### src/logic/oh_insert_pkg.sv
// Constants shared by the transmit overhead byte insertion block
// Assumes an 8-bit register port and a 50 MHz core clock
package oh_insert_pkg;
    localparam int         CLK_PERIOD_NS       = 20;
    localparam int         PORT_CLK_PERIOD_NS  = 160;
    localparam int         PORT_CLK_DIV        = PORT_CLK_PERIOD_NS / CLK_PERIOD_NS;
    localparam int         BITS_PER_BYTE       = 8;
    localparam int         J0_TOH_BYTE_INDEX   = 2;
    localparam int         J0_WAIT_PERIODS     = J0_TOH_BYTE_INDEX * BITS_PER_BYTE;
    localparam int         E1_WAIT_PERIODS     = J0_WAIT_PERIODS + BITS_PER_BYTE;
    localparam int         FRAME_PORT_CLOCKS   = 781;

    localparam logic [15:0] TX_OH_SOURCE_CONTROL_ADDR   = 16'h1902;
    localparam logic [15:0] TX_ORDERWIRE_BYTE_ADDR      = 16'h1943;
    localparam logic [15:0] TX_TRACE_CONTROL_ADDR       = 16'h194F;
    localparam logic [11:0] MAPPER_CONTROL_2_LOW_ADDR   = 12'h601;

    localparam int          ORDERWIRE_SOURCE_SELECT_BIT = 4;
    localparam int          EXT_OH_INSERT_ENABLE_BIT    = 4;
    localparam logic [7:0]  OH_SOURCE_CONTROL_MASK      = 8'h3F;
    localparam logic [7:0]  TRACE_CONTROL_MASK          = 8'h0F;
    localparam logic [1:0]  TRACE_SOURCE_EXTERNAL       = 2'h3;

    localparam logic [7:0]  OH_SOURCE_CONTROL_RESET     = 8'h00;
    localparam logic [7:0]  ORDERWIRE_BYTE_RESET        = 8'h00;
    localparam logic [7:0]  TRACE_CONTROL_RESET         = 8'h00;
    localparam logic [7:0]  MAPPER_CONTROL_2_RESET      = 8'h00;
endpackage : oh_insert_pkg

### src/logic/oh_serial_byte_capture.sv
// Serial byte capture, MSB first, one bit per port clock rising edge
// Assumes the data input is already synchronised and the strobe marks rising edges
`timescale 1ns/1ps
module oh_serial_byte_capture #(
    parameter int PERIOD_W  = 10,
    parameter int FIRST_BIT = 17
) (
    input  wire logic                clk,
    input  wire logic                reset,
    input  wire logic                riseStrobe,
    input  wire logic [PERIOD_W-1:0] periodIdx,
    input  wire logic                accept,
    input  wire logic                dataBit,
    output logic [7:0]               byteOut,
    output logic                     byteDone
);
    import oh_insert_pkg::*;

    localparam logic [PERIOD_W-1:0] FIRST_IDX = PERIOD_W'(FIRST_BIT);
    localparam logic [PERIOD_W-1:0] LAST_IDX  = PERIOD_W'(FIRST_BIT + BITS_PER_BYTE - 1);

    logic [7:0] shift_ff;
    logic [7:0] nxt_shift;
    logic [7:0] byte_ff;
    logic [7:0] nxt_byte;
    logic       done_ff;
    logic       nxt_done;
    logic       inSlot;

    always_comb begin
        inSlot    = (periodIdx >= FIRST_IDX) && (periodIdx <= LAST_IDX);
        nxt_shift = shift_ff;
        nxt_byte  = byte_ff;
        nxt_done  = 1'b0;
        if (riseStrobe && inSlot && accept) begin
            nxt_shift = {shift_ff[6:0], dataBit};
            if (periodIdx == LAST_IDX) begin
                nxt_byte = {shift_ff[6:0], dataBit};
                nxt_done = 1'b1;
            end
        end
    end

    always_ff @(posedge clk) begin
        if (reset) begin
            shift_ff <= 8'h00;
            byte_ff  <= 8'h00;
            done_ff  <= 1'b0;
        end else begin
            shift_ff <= nxt_shift;
            byte_ff  <= nxt_byte;
            done_ff  <= nxt_done;
        end
    end

    assign byteOut  = byte_ff;
    assign byteDone = done_ff;
endmodule : oh_serial_byte_capture

### src/logic/tx_overhead_byte_insert.sv
// Transmit overhead byte insertion: serial overhead port timing, trace and orderwire sourcing
// Assumes an external logic circuit on the serial port and a byte-wide register port on clk
//
// Function
// - Capture each bit on following port rising edge
// - Trace slot starts after two overhead bytes
// - Select set: orderwire register feeds E1 byte
// - Orderwire value register, eight bits, resets zero
// - Mapper bit four enables external overhead port
// - Enabled, select clear: E1 from serial port
// - Trace source 11 takes trace from port
`timescale 1ns/1ps
module tx_overhead_byte_insert #(
    parameter int         FRAME_CLOCKS = oh_insert_pkg::FRAME_PORT_CLOCKS,
    parameter logic [3:0] CHANNEL_N    = 4'h1
) (
    input  wire logic        clk,
    input  wire logic        reset,
    input  wire logic [15:0] regAddr,
    input  wire logic        regWrEn,
    input  wire logic [7:0]  regWrData,
    input  wire logic        regRdEn,
    output logic [7:0]       regRdData,
    output logic             oh_port_clock_out,
    output logic             oh_frame_mark_out,
    output logic             oh_slot_enable_out,
    input  wire logic        oh_serial_data_in,
    input  wire logic        oh_insert_request_in,
    input  wire logic        ext_overhead_serial_in,
    output logic             frameStart,
    output logic [7:0]       traceByte,
    output logic             traceByteValid,
    output logic [7:0]       orderwireByte,
    output logic             orderwireByteValid
);
    import oh_insert_pkg::*;

    localparam int PERIOD_W = $clog2(FRAME_CLOCKS + 1);
    localparam int DIV_W    = $clog2(PORT_CLK_DIV);
    localparam logic [DIV_W-1:0]    DIV_LAST   = DIV_W'(PORT_CLK_DIV - 1);
    localparam logic [DIV_W-1:0]    DIV_FALL   = DIV_W'(PORT_CLK_DIV / 2 - 1);
    localparam logic [PERIOD_W-1:0] FRAME_LAST = PERIOD_W'(FRAME_CLOCKS - 1);
    localparam logic [15:0] MAPPER_ADDR = {CHANNEL_N, MAPPER_CONTROL_2_LOW_ADDR};

    // Register file
    logic [7:0] ohSourceCtrl_ff;
    logic [7:0] nxt_ohSourceCtrl;
    logic [7:0] orderwireValue_ff;
    logic [7:0] nxt_orderwireValue;
    logic [7:0] traceCtrl_ff;
    logic [7:0] nxt_traceCtrl;
    logic [7:0] mapperCtrl2_ff;
    logic [7:0] nxt_mapperCtrl2;
    logic [7:0] rdData_ff;
    logic [7:0] nxt_rdData;

    always_comb begin
        nxt_ohSourceCtrl   = ohSourceCtrl_ff;
        nxt_orderwireValue = orderwireValue_ff;
        nxt_traceCtrl      = traceCtrl_ff;
        nxt_mapperCtrl2    = mapperCtrl2_ff;
        nxt_rdData         = rdData_ff;
        if (regWrEn) begin
            unique case (regAddr)
                TX_OH_SOURCE_CONTROL_ADDR: nxt_ohSourceCtrl   = regWrData & OH_SOURCE_CONTROL_MASK;
                TX_ORDERWIRE_BYTE_ADDR:    nxt_orderwireValue = regWrData;
                TX_TRACE_CONTROL_ADDR:     nxt_traceCtrl      = regWrData & TRACE_CONTROL_MASK;
                MAPPER_ADDR:               nxt_mapperCtrl2    = regWrData;
                default:                   nxt_rdData         = rdData_ff;
            endcase
        end
        if (regRdEn) begin
            unique case (regAddr)
                TX_OH_SOURCE_CONTROL_ADDR: nxt_rdData = ohSourceCtrl_ff;
                TX_ORDERWIRE_BYTE_ADDR:    nxt_rdData = orderwireValue_ff;
                TX_TRACE_CONTROL_ADDR:     nxt_rdData = traceCtrl_ff;
                MAPPER_ADDR:               nxt_rdData = mapperCtrl2_ff;
                default:                   nxt_rdData = 8'h00;
            endcase
        end
    end

    always_ff @(posedge clk) begin
        if (reset) begin
            ohSourceCtrl_ff   <= OH_SOURCE_CONTROL_RESET;
            orderwireValue_ff <= ORDERWIRE_BYTE_RESET;
            traceCtrl_ff      <= TRACE_CONTROL_RESET;
            mapperCtrl2_ff    <= MAPPER_CONTROL_2_RESET;
            rdData_ff         <= 8'h00;
        end else begin
            ohSourceCtrl_ff   <= nxt_ohSourceCtrl;
            orderwireValue_ff <= nxt_orderwireValue;
            traceCtrl_ff      <= nxt_traceCtrl;
            mapperCtrl2_ff    <= nxt_mapperCtrl2;
            rdData_ff         <= nxt_rdData;
        end
    end

    assign regRdData = rdData_ff;

    logic orderwireSoftware;
    logic extInsertEnable;
    logic traceExternal;
    assign orderwireSoftware = ohSourceCtrl_ff[ORDERWIRE_SOURCE_SELECT_BIT];
    assign extInsertEnable   = mapperCtrl2_ff[EXT_OH_INSERT_ENABLE_BIT];
    assign traceExternal     = (traceCtrl_ff[1:0] == TRACE_SOURCE_EXTERNAL);

    // Port clock divider and frame timing
    logic [DIV_W-1:0]    divCnt_ff;
    logic [DIV_W-1:0]    nxt_divCnt;
    logic                portClk_ff;
    logic                nxt_portClk;
    logic [PERIOD_W-1:0] periodCnt_ff;
    logic [PERIOD_W-1:0] nxt_periodCnt;
    logic                mark_ff;
    logic                nxt_mark;
    logic                frameStart_ff;
    logic                nxt_frameStart;
    logic                riseStrobe;

    always_comb begin
        nxt_divCnt     = (divCnt_ff == DIV_LAST) ? '0 : divCnt_ff + DIV_W'(1);
        nxt_portClk    = (divCnt_ff == DIV_LAST) ? 1'b1 : ((divCnt_ff == DIV_FALL) ? 1'b0 : portClk_ff);
        nxt_periodCnt  = periodCnt_ff;
        nxt_mark       = mark_ff;
        nxt_frameStart = 1'b0;
        if (divCnt_ff == DIV_FALL) begin
            nxt_periodCnt = (periodCnt_ff == FRAME_LAST) ? '0 : periodCnt_ff + PERIOD_W'(1);
            nxt_mark      = (periodCnt_ff == FRAME_LAST);
            nxt_frameStart = (periodCnt_ff == FRAME_LAST);
        end
    end

    always_ff @(posedge clk) begin
        if (reset) begin
            divCnt_ff     <= '0;
            portClk_ff    <= 1'b0;
            periodCnt_ff  <= FRAME_LAST;
            mark_ff       <= 1'b0;
            frameStart_ff <= 1'b0;
        end else begin
            divCnt_ff     <= nxt_divCnt;
            portClk_ff    <= nxt_portClk;
            periodCnt_ff  <= nxt_periodCnt;
            mark_ff       <= nxt_mark;
            frameStart_ff <= nxt_frameStart;
        end
    end

    assign riseStrobe         = (divCnt_ff == DIV_LAST);
    assign oh_port_clock_out  = portClk_ff;
    assign oh_frame_mark_out  = mark_ff;
    assign oh_slot_enable_out = mark_ff;
    assign frameStart         = frameStart_ff;

    // Pin synchronisers
    logic [2:0] pinMeta_ff;
    logic [2:0] pinSync_ff;
    always_ff @(posedge clk) begin
        if (reset) begin
            pinMeta_ff <= 3'h0;
            pinSync_ff <= 3'h0;
        end else begin
            pinMeta_ff <= {oh_insert_request_in, ext_overhead_serial_in, oh_serial_data_in};
            pinSync_ff <= pinMeta_ff;
        end
    end

    // Trace byte slot follows the idle window of two overhead bytes
    logic [7:0] traceCaptured;
    logic       traceDone;
    oh_serial_byte_capture #(
        .PERIOD_W  (PERIOD_W),
        .FIRST_BIT (J0_WAIT_PERIODS + 1)
    ) u_trace_capture (
        .clk        (clk),
        .reset      (reset),
        .riseStrobe (riseStrobe),
        .periodIdx  (periodCnt_ff),
        .accept     (traceExternal | pinSync_ff[2]),
        .dataBit    (pinSync_ff[0]),
        .byteOut    (traceCaptured),
        .byteDone   (traceDone)
    );

    // Orderwire byte slot on the external overhead serial input
    logic [7:0] owCaptured;
    logic       owDone;
    oh_serial_byte_capture #(
        .PERIOD_W  (PERIOD_W),
        .FIRST_BIT (E1_WAIT_PERIODS + 1)
    ) u_orderwire_capture (
        .clk        (clk),
        .reset      (reset),
        .riseStrobe (riseStrobe),
        .periodIdx  (periodCnt_ff),
        .accept     (extInsertEnable & ~orderwireSoftware),
        .dataBit    (pinSync_ff[1]),
        .byteOut    (owCaptured),
        .byteDone   (owDone)
    );

    // Bytes handed to the frame generator
    logic [7:0] trace_ff;
    logic [7:0] nxt_trace;
    logic       traceValid_ff;
    logic       nxt_traceValid;
    logic [7:0] orderwire_ff;
    logic [7:0] nxt_orderwire;
    logic       owValid_ff;
    logic       nxt_owValid;

    always_comb begin
        nxt_trace      = trace_ff;
        nxt_traceValid = 1'b0;
        nxt_orderwire  = orderwire_ff;
        nxt_owValid    = 1'b0;
        if (traceDone) begin
            nxt_trace      = traceCaptured;
            nxt_traceValid = 1'b1;
        end
        if (frameStart_ff && orderwireSoftware) begin
            nxt_orderwire = orderwireValue_ff;
            nxt_owValid   = 1'b1;
        end else if (owDone && extInsertEnable && !orderwireSoftware) begin
            nxt_orderwire = owCaptured;
            nxt_owValid   = 1'b1;
        end
    end

    always_ff @(posedge clk) begin
        if (reset) begin
            trace_ff      <= 8'h00;
            traceValid_ff <= 1'b0;
            orderwire_ff  <= 8'h00;
            owValid_ff    <= 1'b0;
        end else begin
            trace_ff      <= nxt_trace;
            traceValid_ff <= nxt_traceValid;
            orderwire_ff  <= nxt_orderwire;
            owValid_ff    <= nxt_owValid;
        end
    end

    assign traceByte          = trace_ff;
    assign traceByteValid     = traceValid_ff;
    assign orderwireByte      = orderwire_ff;
    assign orderwireByteValid = owValid_ff;
endmodule : tx_overhead_byte_insert

### config.mk
export PLATFORM = sky130hd
export DESIGN_NAME = tx_overhead_byte_insert
export DESIGN_NICKNAME = d
export VERILOG_FILES = /design/src/logic/oh_insert_pkg.sv /design/src/logic/oh_serial_byte_capture.sv /design/src/logic/tx_overhead_byte_insert.sv
export SDC_FILE = /design/constraint.sdc
export NUM_CORES = 1
export LEC_CHECK = 0
export BUFFER_PORTS_ARGS = -buffer_cell sky130_fd_sc_hd__buf_2
export CAP_MARGIN = 25
export CORE_MARGIN = 2
export CORE_UTILIZATION = 35
export CTS_BUF_LIST = sky130_fd_sc_hd__clkbuf_8
export DETAILED_ROUTE_END_ITERATION = 10
export PLACE_DENSITY = 0.52
export SLEW_MARGIN = 15
export SYNTH_ARGS = -nofsm -noshare
export SYNTH_HDL_FRONTEND = slang
export SYNTH_SLANG_ARGS = --single-unit
### constraint.sdc
create_clock -name clk -period 2.75 [get_ports clk]
set_clock_uncertainty 0.1 [all_clocks]
set_input_delay 0.55 -clock clk [delete_from_list [all_inputs] [get_ports clk]]
set_output_delay 0.55 -clock clk [all_outputs]
set_load 0.05 [all_outputs]
==> results.json, run 1 <==
{
  "postCtsResizedCells": 0,
  "antenna_found_initial": 0,
  "yosysSeqAreaShare_pct": 49.22,
  "synth_edf_count": 0,
  "grt_pass1_vias": 3241,
  "drtIter0Drc": 240,
  "crit_path_max_fanout": 6,
  "insertion_delay_ns": 0.38,
  "holdCritPathClass": "input port to register",
  "p_switching_w": 0.0006472,
  "min_period_ns": 2.349,
  "cts.clk_slew.worst_paths_ns": 0.10,
  "fin_tns_setup_ns": 0,
  "grt_pass1_wl_mm": 16.04,
  "clock-root-buffer": "clkbuf_8",
  "vias": 3484,
  "maxSlewViolCount": 0,
  "syn_avg_cell_area_um2": 9.077,
  "crit_end": "regRdData[4]",
  "gp_congestion": 0.7928,
  "combPwrFrac_pct": 5.0,
  "reg2regPathDepth": 7,
  "yosys.area.top_type_share_pct": 49.22,
  "drv_cap": 0,
  "cts.path.max_buffers": 2,
  "wl_per_cell_um": 14.57,
  "critical_path_arrival_ns": 2.56,
  "required_ns": 2.96,
  "cts_max_level": 3,
  "synthTopCellsByArea": "dfxtp_1 49%, mux2i_1 10%, nor2_1 5.9%",
  "die-width_um": 115.0,
  "yosysMostFrequentCell": "dfxtp_1",
  "rsz0062_at_grt": "no",
  "setup_violations": 0,
  "timing.rr.start": "periodCnt_ff[1]",
  "r2r_slack_ns": 0.56,
  "period_share_pct": 85.40,
  "fp.dieH_um": 115.0,
  "postRouteAntennaNets": 0,
  "syn-num-nets": 512,
  "finalHoldViolations": 0,
  "rows": 40,
  "ioPinCount": 61,
  "p_int_w": 0.002053,
  "synthTopCellsByCount": "106 x dfxtp_1, 68 x nor2_1, 43 x mux2i_1, 43 x nand2_1, 33 x nand3_1",
  "startpoint": "regAddr[14]",
  "drtPass1Iterations": 4,
  "outcome": "finished clean",
  "min_delay_path_depth": 2,
  "n_antenna_cell": 0,
  "rr_endpoint": "u_trace_capture.shift_ff[1]",
  "post-place-ws_ns": 0.02185,
  "p_leak_nw": 1.990,
  "fin_ws_ns": 0.4014,
  "power_density_mw_per_mm2": 544.1,
  "grt_max_degree": 87,
  "yosysWarnings": 0,
  "relSlewSlack_pct": 62.09,
  "cts-hold-fix-buffers": 0,
  "ys_types": 44,
  "finalNetCount": 562,
  "async_flop_share_pct": 0,
  "swShare_pct": 23.97,
  "synth_top_area_cell": "dfxtp_1",
  "clkPwrFrac_pct": 37.2,
  "cts_sinks": 106,
  "fin_area_mm2": 0.004964,
  "netlist_area_mm2": 0.004312,
  "worstSetupPathType": "input port to register",
  "drc": 0,
  "synth_seq_cells": 106,
  "die-area_mm2": 0.01322,
  "synthCells": 475,
  "via_per_inst": 5.146,
  "route.final.wire_length_mm": 9.867,
  "cts_made_buffers": 9,
  "end_kind": "register",
  "placed_area_mm2": 0.004753,
  "worstMarginPinSlew_ns": 0.5679,
  "grt-ovfl-total": 0,
  "core_mm2": 0.01201,
  "ys.flop_type": "dfxtp_1",
  "cts_tree": "yes",
  "drive_above_1_share_pct": 17.92,
  "initial_core_util_pct": 35.90,
  "grt_util_all_layers_pct": 15.50,
  "syn_to_final_growth_pct": 15.12,
  "seqPwrFrac_pct": 57.8,
  "hpwl_mm": 6.926,
  "io_buffers": 60,
  "ir_worst_vdd_v": 0.0003540,
  "post-cts-setup-buffer-count": 0,
  "timing.fmax_mhz": 425.8,
  "worstSetupStartpointType": "input port"
}
[per-layer routing]
layer  share of wire, %  vias to the layer above  global-route usage, %
met5                  0                        -                      0
met2                 42                      104                  23.14
li1                   -                     1755                      -
met1                 49                     1607                  20.91
met4                2.1                        0                  6.265
met3                6.8                       18                  4.797
[cell usage in the layout (no fill, tap or decap), types with 10 or more instances in the layout]
master      n
a21oi_1    32
nor2b_1    13
nor3_1     11
clkbuf_8   10
nand2_1    43
nand3_1    33
nor2_1     68
mux2i_1    43
dfxtp_1   106
buf_2      60
[stage by stage]
stage          cells  power, W  hold slack [ns]  utilization [%]
4_1_cts          677  0.002742           0.2508            41.32
2_1_floorplan    475  0.001682           0.3043                -
3_5_place_dp     661  0.001734           0.3268            39.57
6_report         677  0.002701           0.2737            41.32
3_3_place_gp     661  0.001731           0.3139            39.57
5_1_grt          677  0.002818           0.2483            41.32
[registers in the layout (all words and copies together) (netlist names), 3 cells and up]
name / count
ohSourceCtrl_ff: 6
divCnt_ff: 3
mapperCtrl2_ff: 8
u_trace_capture.shift_ff: 7
regRdData: 8
u_orderwire_capture.byteOut: 8
orderwireValue_ff: 8
traceCtrl_ff: 4
periodCnt_ff: 10
u_orderwire_capture.shift_ff: 7
pinSync_ff: 3
orderwireByte: 8
u_trace_capture.byteOut: 8
pinMeta_ff: 3
traceByte: 8
[logic make-up after synthesis]
kind of cell             count (synthesis)  share of synthesized area, %
buffers and inverters                   36                         3.453
flip-flops                             106                         49.22
XOR/XNOR                                 8                         1.625
AND/OR/NAND/NOR                        205                         22.98
multiplexers                            44                         10.24
AO/OA/AOI/OAI                           70                         10.74
adder cells (fa/ha/maj)                  6                         1.741
[power groups by stage]
stage,clock network (W),logic (W),registers (W)
finish,0.00100,0.000136,0.00156
global placement,0,0.000135,0.00160
global route,0.00110,0.000151,0.00157
CTS,0.00104,0.000137,0.00156
detailed placement,0,0.000137,0.00160
floorplan,0,0.0000837,0.00160
[worst max-delay path: stages]
cell	delay, ns
buf_2	0.10
or4_4	0.53
or4_1	0.67
nor3_4	0.30
buf_4	0.19
a22oi_1	0.06
a31oi_1	0.17
[worst min-delay path by stage]
stage,startpoint,to,slack (ns)
global route,ext_overhead_serial_in,pinMeta_ff[1],0.25
floorplan,divCnt_ff[0],divCnt_ff[0],0.30
finish,ext_overhead_serial_in,pinMeta_ff[1],0.27
global placement,divCnt_ff[0],divCnt_ff[0],0.31
CTS,ext_overhead_serial_in,pinMeta_ff[1],0.25
detailed placement,pinMeta_ff[0],pinSync_ff[0],0.33
[cell type report]
| class | count | area, um^2 |
|---|---|---|
| inverter | 5 | 18.77 |
| timing repair buffer | 70 | 387.9 |
| tap | 147 | 183.9 |
| clock buffer | 10 | 137.6 |
| multi-input combinational | 333 | 2041 |
| fill | 1239 | 7048 |
| clock inverter | 6 | 72.57 |
| sequential | 106 | 2122 |
Note: power is estimated with default switching activity, not from simulation.
==> inputs of run 2 (changes only) <==
REMOVE_ABC_BUFFERS = 1   (was unset)
SKIP_CTS_REPAIR_TIMING = 1   (was unset)
==> results.json, run 2 (synthesized netlist as in run 1, its figures left out) <==
{
  "hold_end": "pinMeta_ff[0]",
  "holdWs_ns": 0.2796,
  "critical_path_arrival_ns": 2.55,
  "setup_violations": 0,
  "min_period_ns": 2.342,
  "core_mm2": 0.01201,
  "reg2regPathDepth": 7,
  "cts_max_level": 3,
  "relSlewSlack_pct": 64.15,
  "holdCritPathClass": "input port to register",
  "required_ns": 2.96,
  "p_leak_nw": 1.992,
  "power_w": 0.002610,
  "io_buffers": 60,
  "die-area_mm2": 0.01322,
  "rows": 40,
  "route.final.wire_length_mm": 9.471,
  "gp_congestion": 0.7941,
  "crit_path_max_fanout": 7,
  "worstSetupStartpointType": "input port",
  "end_kind": "register",
  "outcome": "finished clean",
  "rr_endpoint": "u_trace_capture.shift_ff[3]",
  "hpwl_mm": 6.978,
  "cts_made_buffers": 9,
  "cts.path.max_buffers": 2,
  "worstSetupPathType": "input port to register",
  "timing.rr.start": "periodCnt_ff[1]",
  "cts.clk_slew.worst_paths_ns": 0.10,
  "die-width_um": 115.0,
  "cts_sinks": 106,
  "drv_cap": 0,
  "initial_core_util_pct": 35.90,
  "ioPinCount": 61,
  "maxSlewViolCount": 0,
  "fp.dieH_um": 115.0,
  "grt_util_all_layers_pct": 15.01,
  "ir_worst_vdd_v": 0.0002845,
  "regMostFlops": "periodCnt_ff",
  "via_per_inst": 5.097,
  "period_share_pct": 85.15,
  "r2r_slack_ns": 0.62,
  "worstMarginPinSlew_ns": 0.5370,
  "antenna_found_initial": 0,
  "grt_pass1_wl_mm": 15.81,
  "power_density_mw_per_mm2": 525.0,
  "final_common_cell": "dfxtp_1",
  "insertion_delay_ns": 0.37,
  "min_delay_path_depth": 2,
  "finalHoldViolations": 0,
  "syn_to_final_growth_pct": 15.29,
  "vias": 3476,
  "rsz0062_at_grt": "no",
  "post-route-util_pct": 41.39,
  "drtPass1Iterations": 5,
  "fin_tns_setup_ns": 0,
  "wl_per_cell_um": 13.89,
  "drive_above_1_share_pct": 18.54,
  "final_cell_mix": "106 x dfxtp_1, 68 x nor2_1, 60 x buf_2",
  "drtIter0Drc": 207,
  "cts_tree": "yes",
  "largest_reg_flops": 10,
  "grt_pass1_vias": 3268,
  "grt-ovfl-total": 0,
  "clock-root-buffer": "clkbuf_8",
  "postRouteAntennaNets": 0,
  "grt_max_degree": 28,
  "timing.fmax_mhz": 427.0,
  "drc": 0,
  "finalNetCount": 566,
  "hp-start": "oh_serial_data_in"
}
run 2: through the flow:
step	area, um^2	worst slack (ns)	cells
after CTS	4969	0.4136	681
final	4971	0.4083	682
after global routing	4969	0.2865	681
after floorplan	4182	0.1558	444
after global placement	4783	0.03573	665
after detailed placement	4783	0.01242	665
run 2: power breakdown:
group          switching, W  internal [W]  leakage, nW
logic             0.0000887     0.0000500         1.04
clock network      0.000564      0.000347       0.0936
registers         0.0000116       0.00155        0.856
run 2: worst max-delay path, cell delays in order:
cell and delay (ns):
buf_2 0.09, or4_4 0.53, or4_1 0.66, nor3_4 0.28, buf_4 0.20, a22oi_1 0.07, a31oi_1 0.17
run 2: worst max-delay path by stage:
stage / depth (start not counted) / slack, ns / start / endpoint
after floorplan: 5 / 0.16 / regAddr[14] / regRdData[2]
after global placement: 7 / 0.04 / regAddr[14] / regRdData[4]
after detailed placement: 7 / 0.01 / regAddr[14] / regRdData[4]
after CTS: 7 / 0.41 / regAddr[14] / regRdData[4]
after global routing: 7 / 0.29 / regAddr[14] / ohSourceCtrl_ff[4]
final: 7 / 0.41 / regAddr[14] / regRdData[4]
run 2: area by class of cell:
class | count | area [um^2]
diodes | 1 | 2.502
clock buffers | 9 | 123.9
clock inverters | 7 | 61.31
fillers | 1203 | 7041
inverters | 5 | 18.77
multi-input cells | 333 | 2041
flip-flops and latches | 106 | 2122
well taps | 147 | 183.9
repair buffers | 74 | 417.9
run 2: per-layer routing:
metal	GRT usage, %	share of wire (%)	routed length [um]	up-vias
met5	0	0	0	-
met4	5.783	1.9	182	0
met3	3.532	4.4	414	14
met2	24.55	46	4378	69
met1	19.27	47	4496	1630
li1	-	-	-	1763
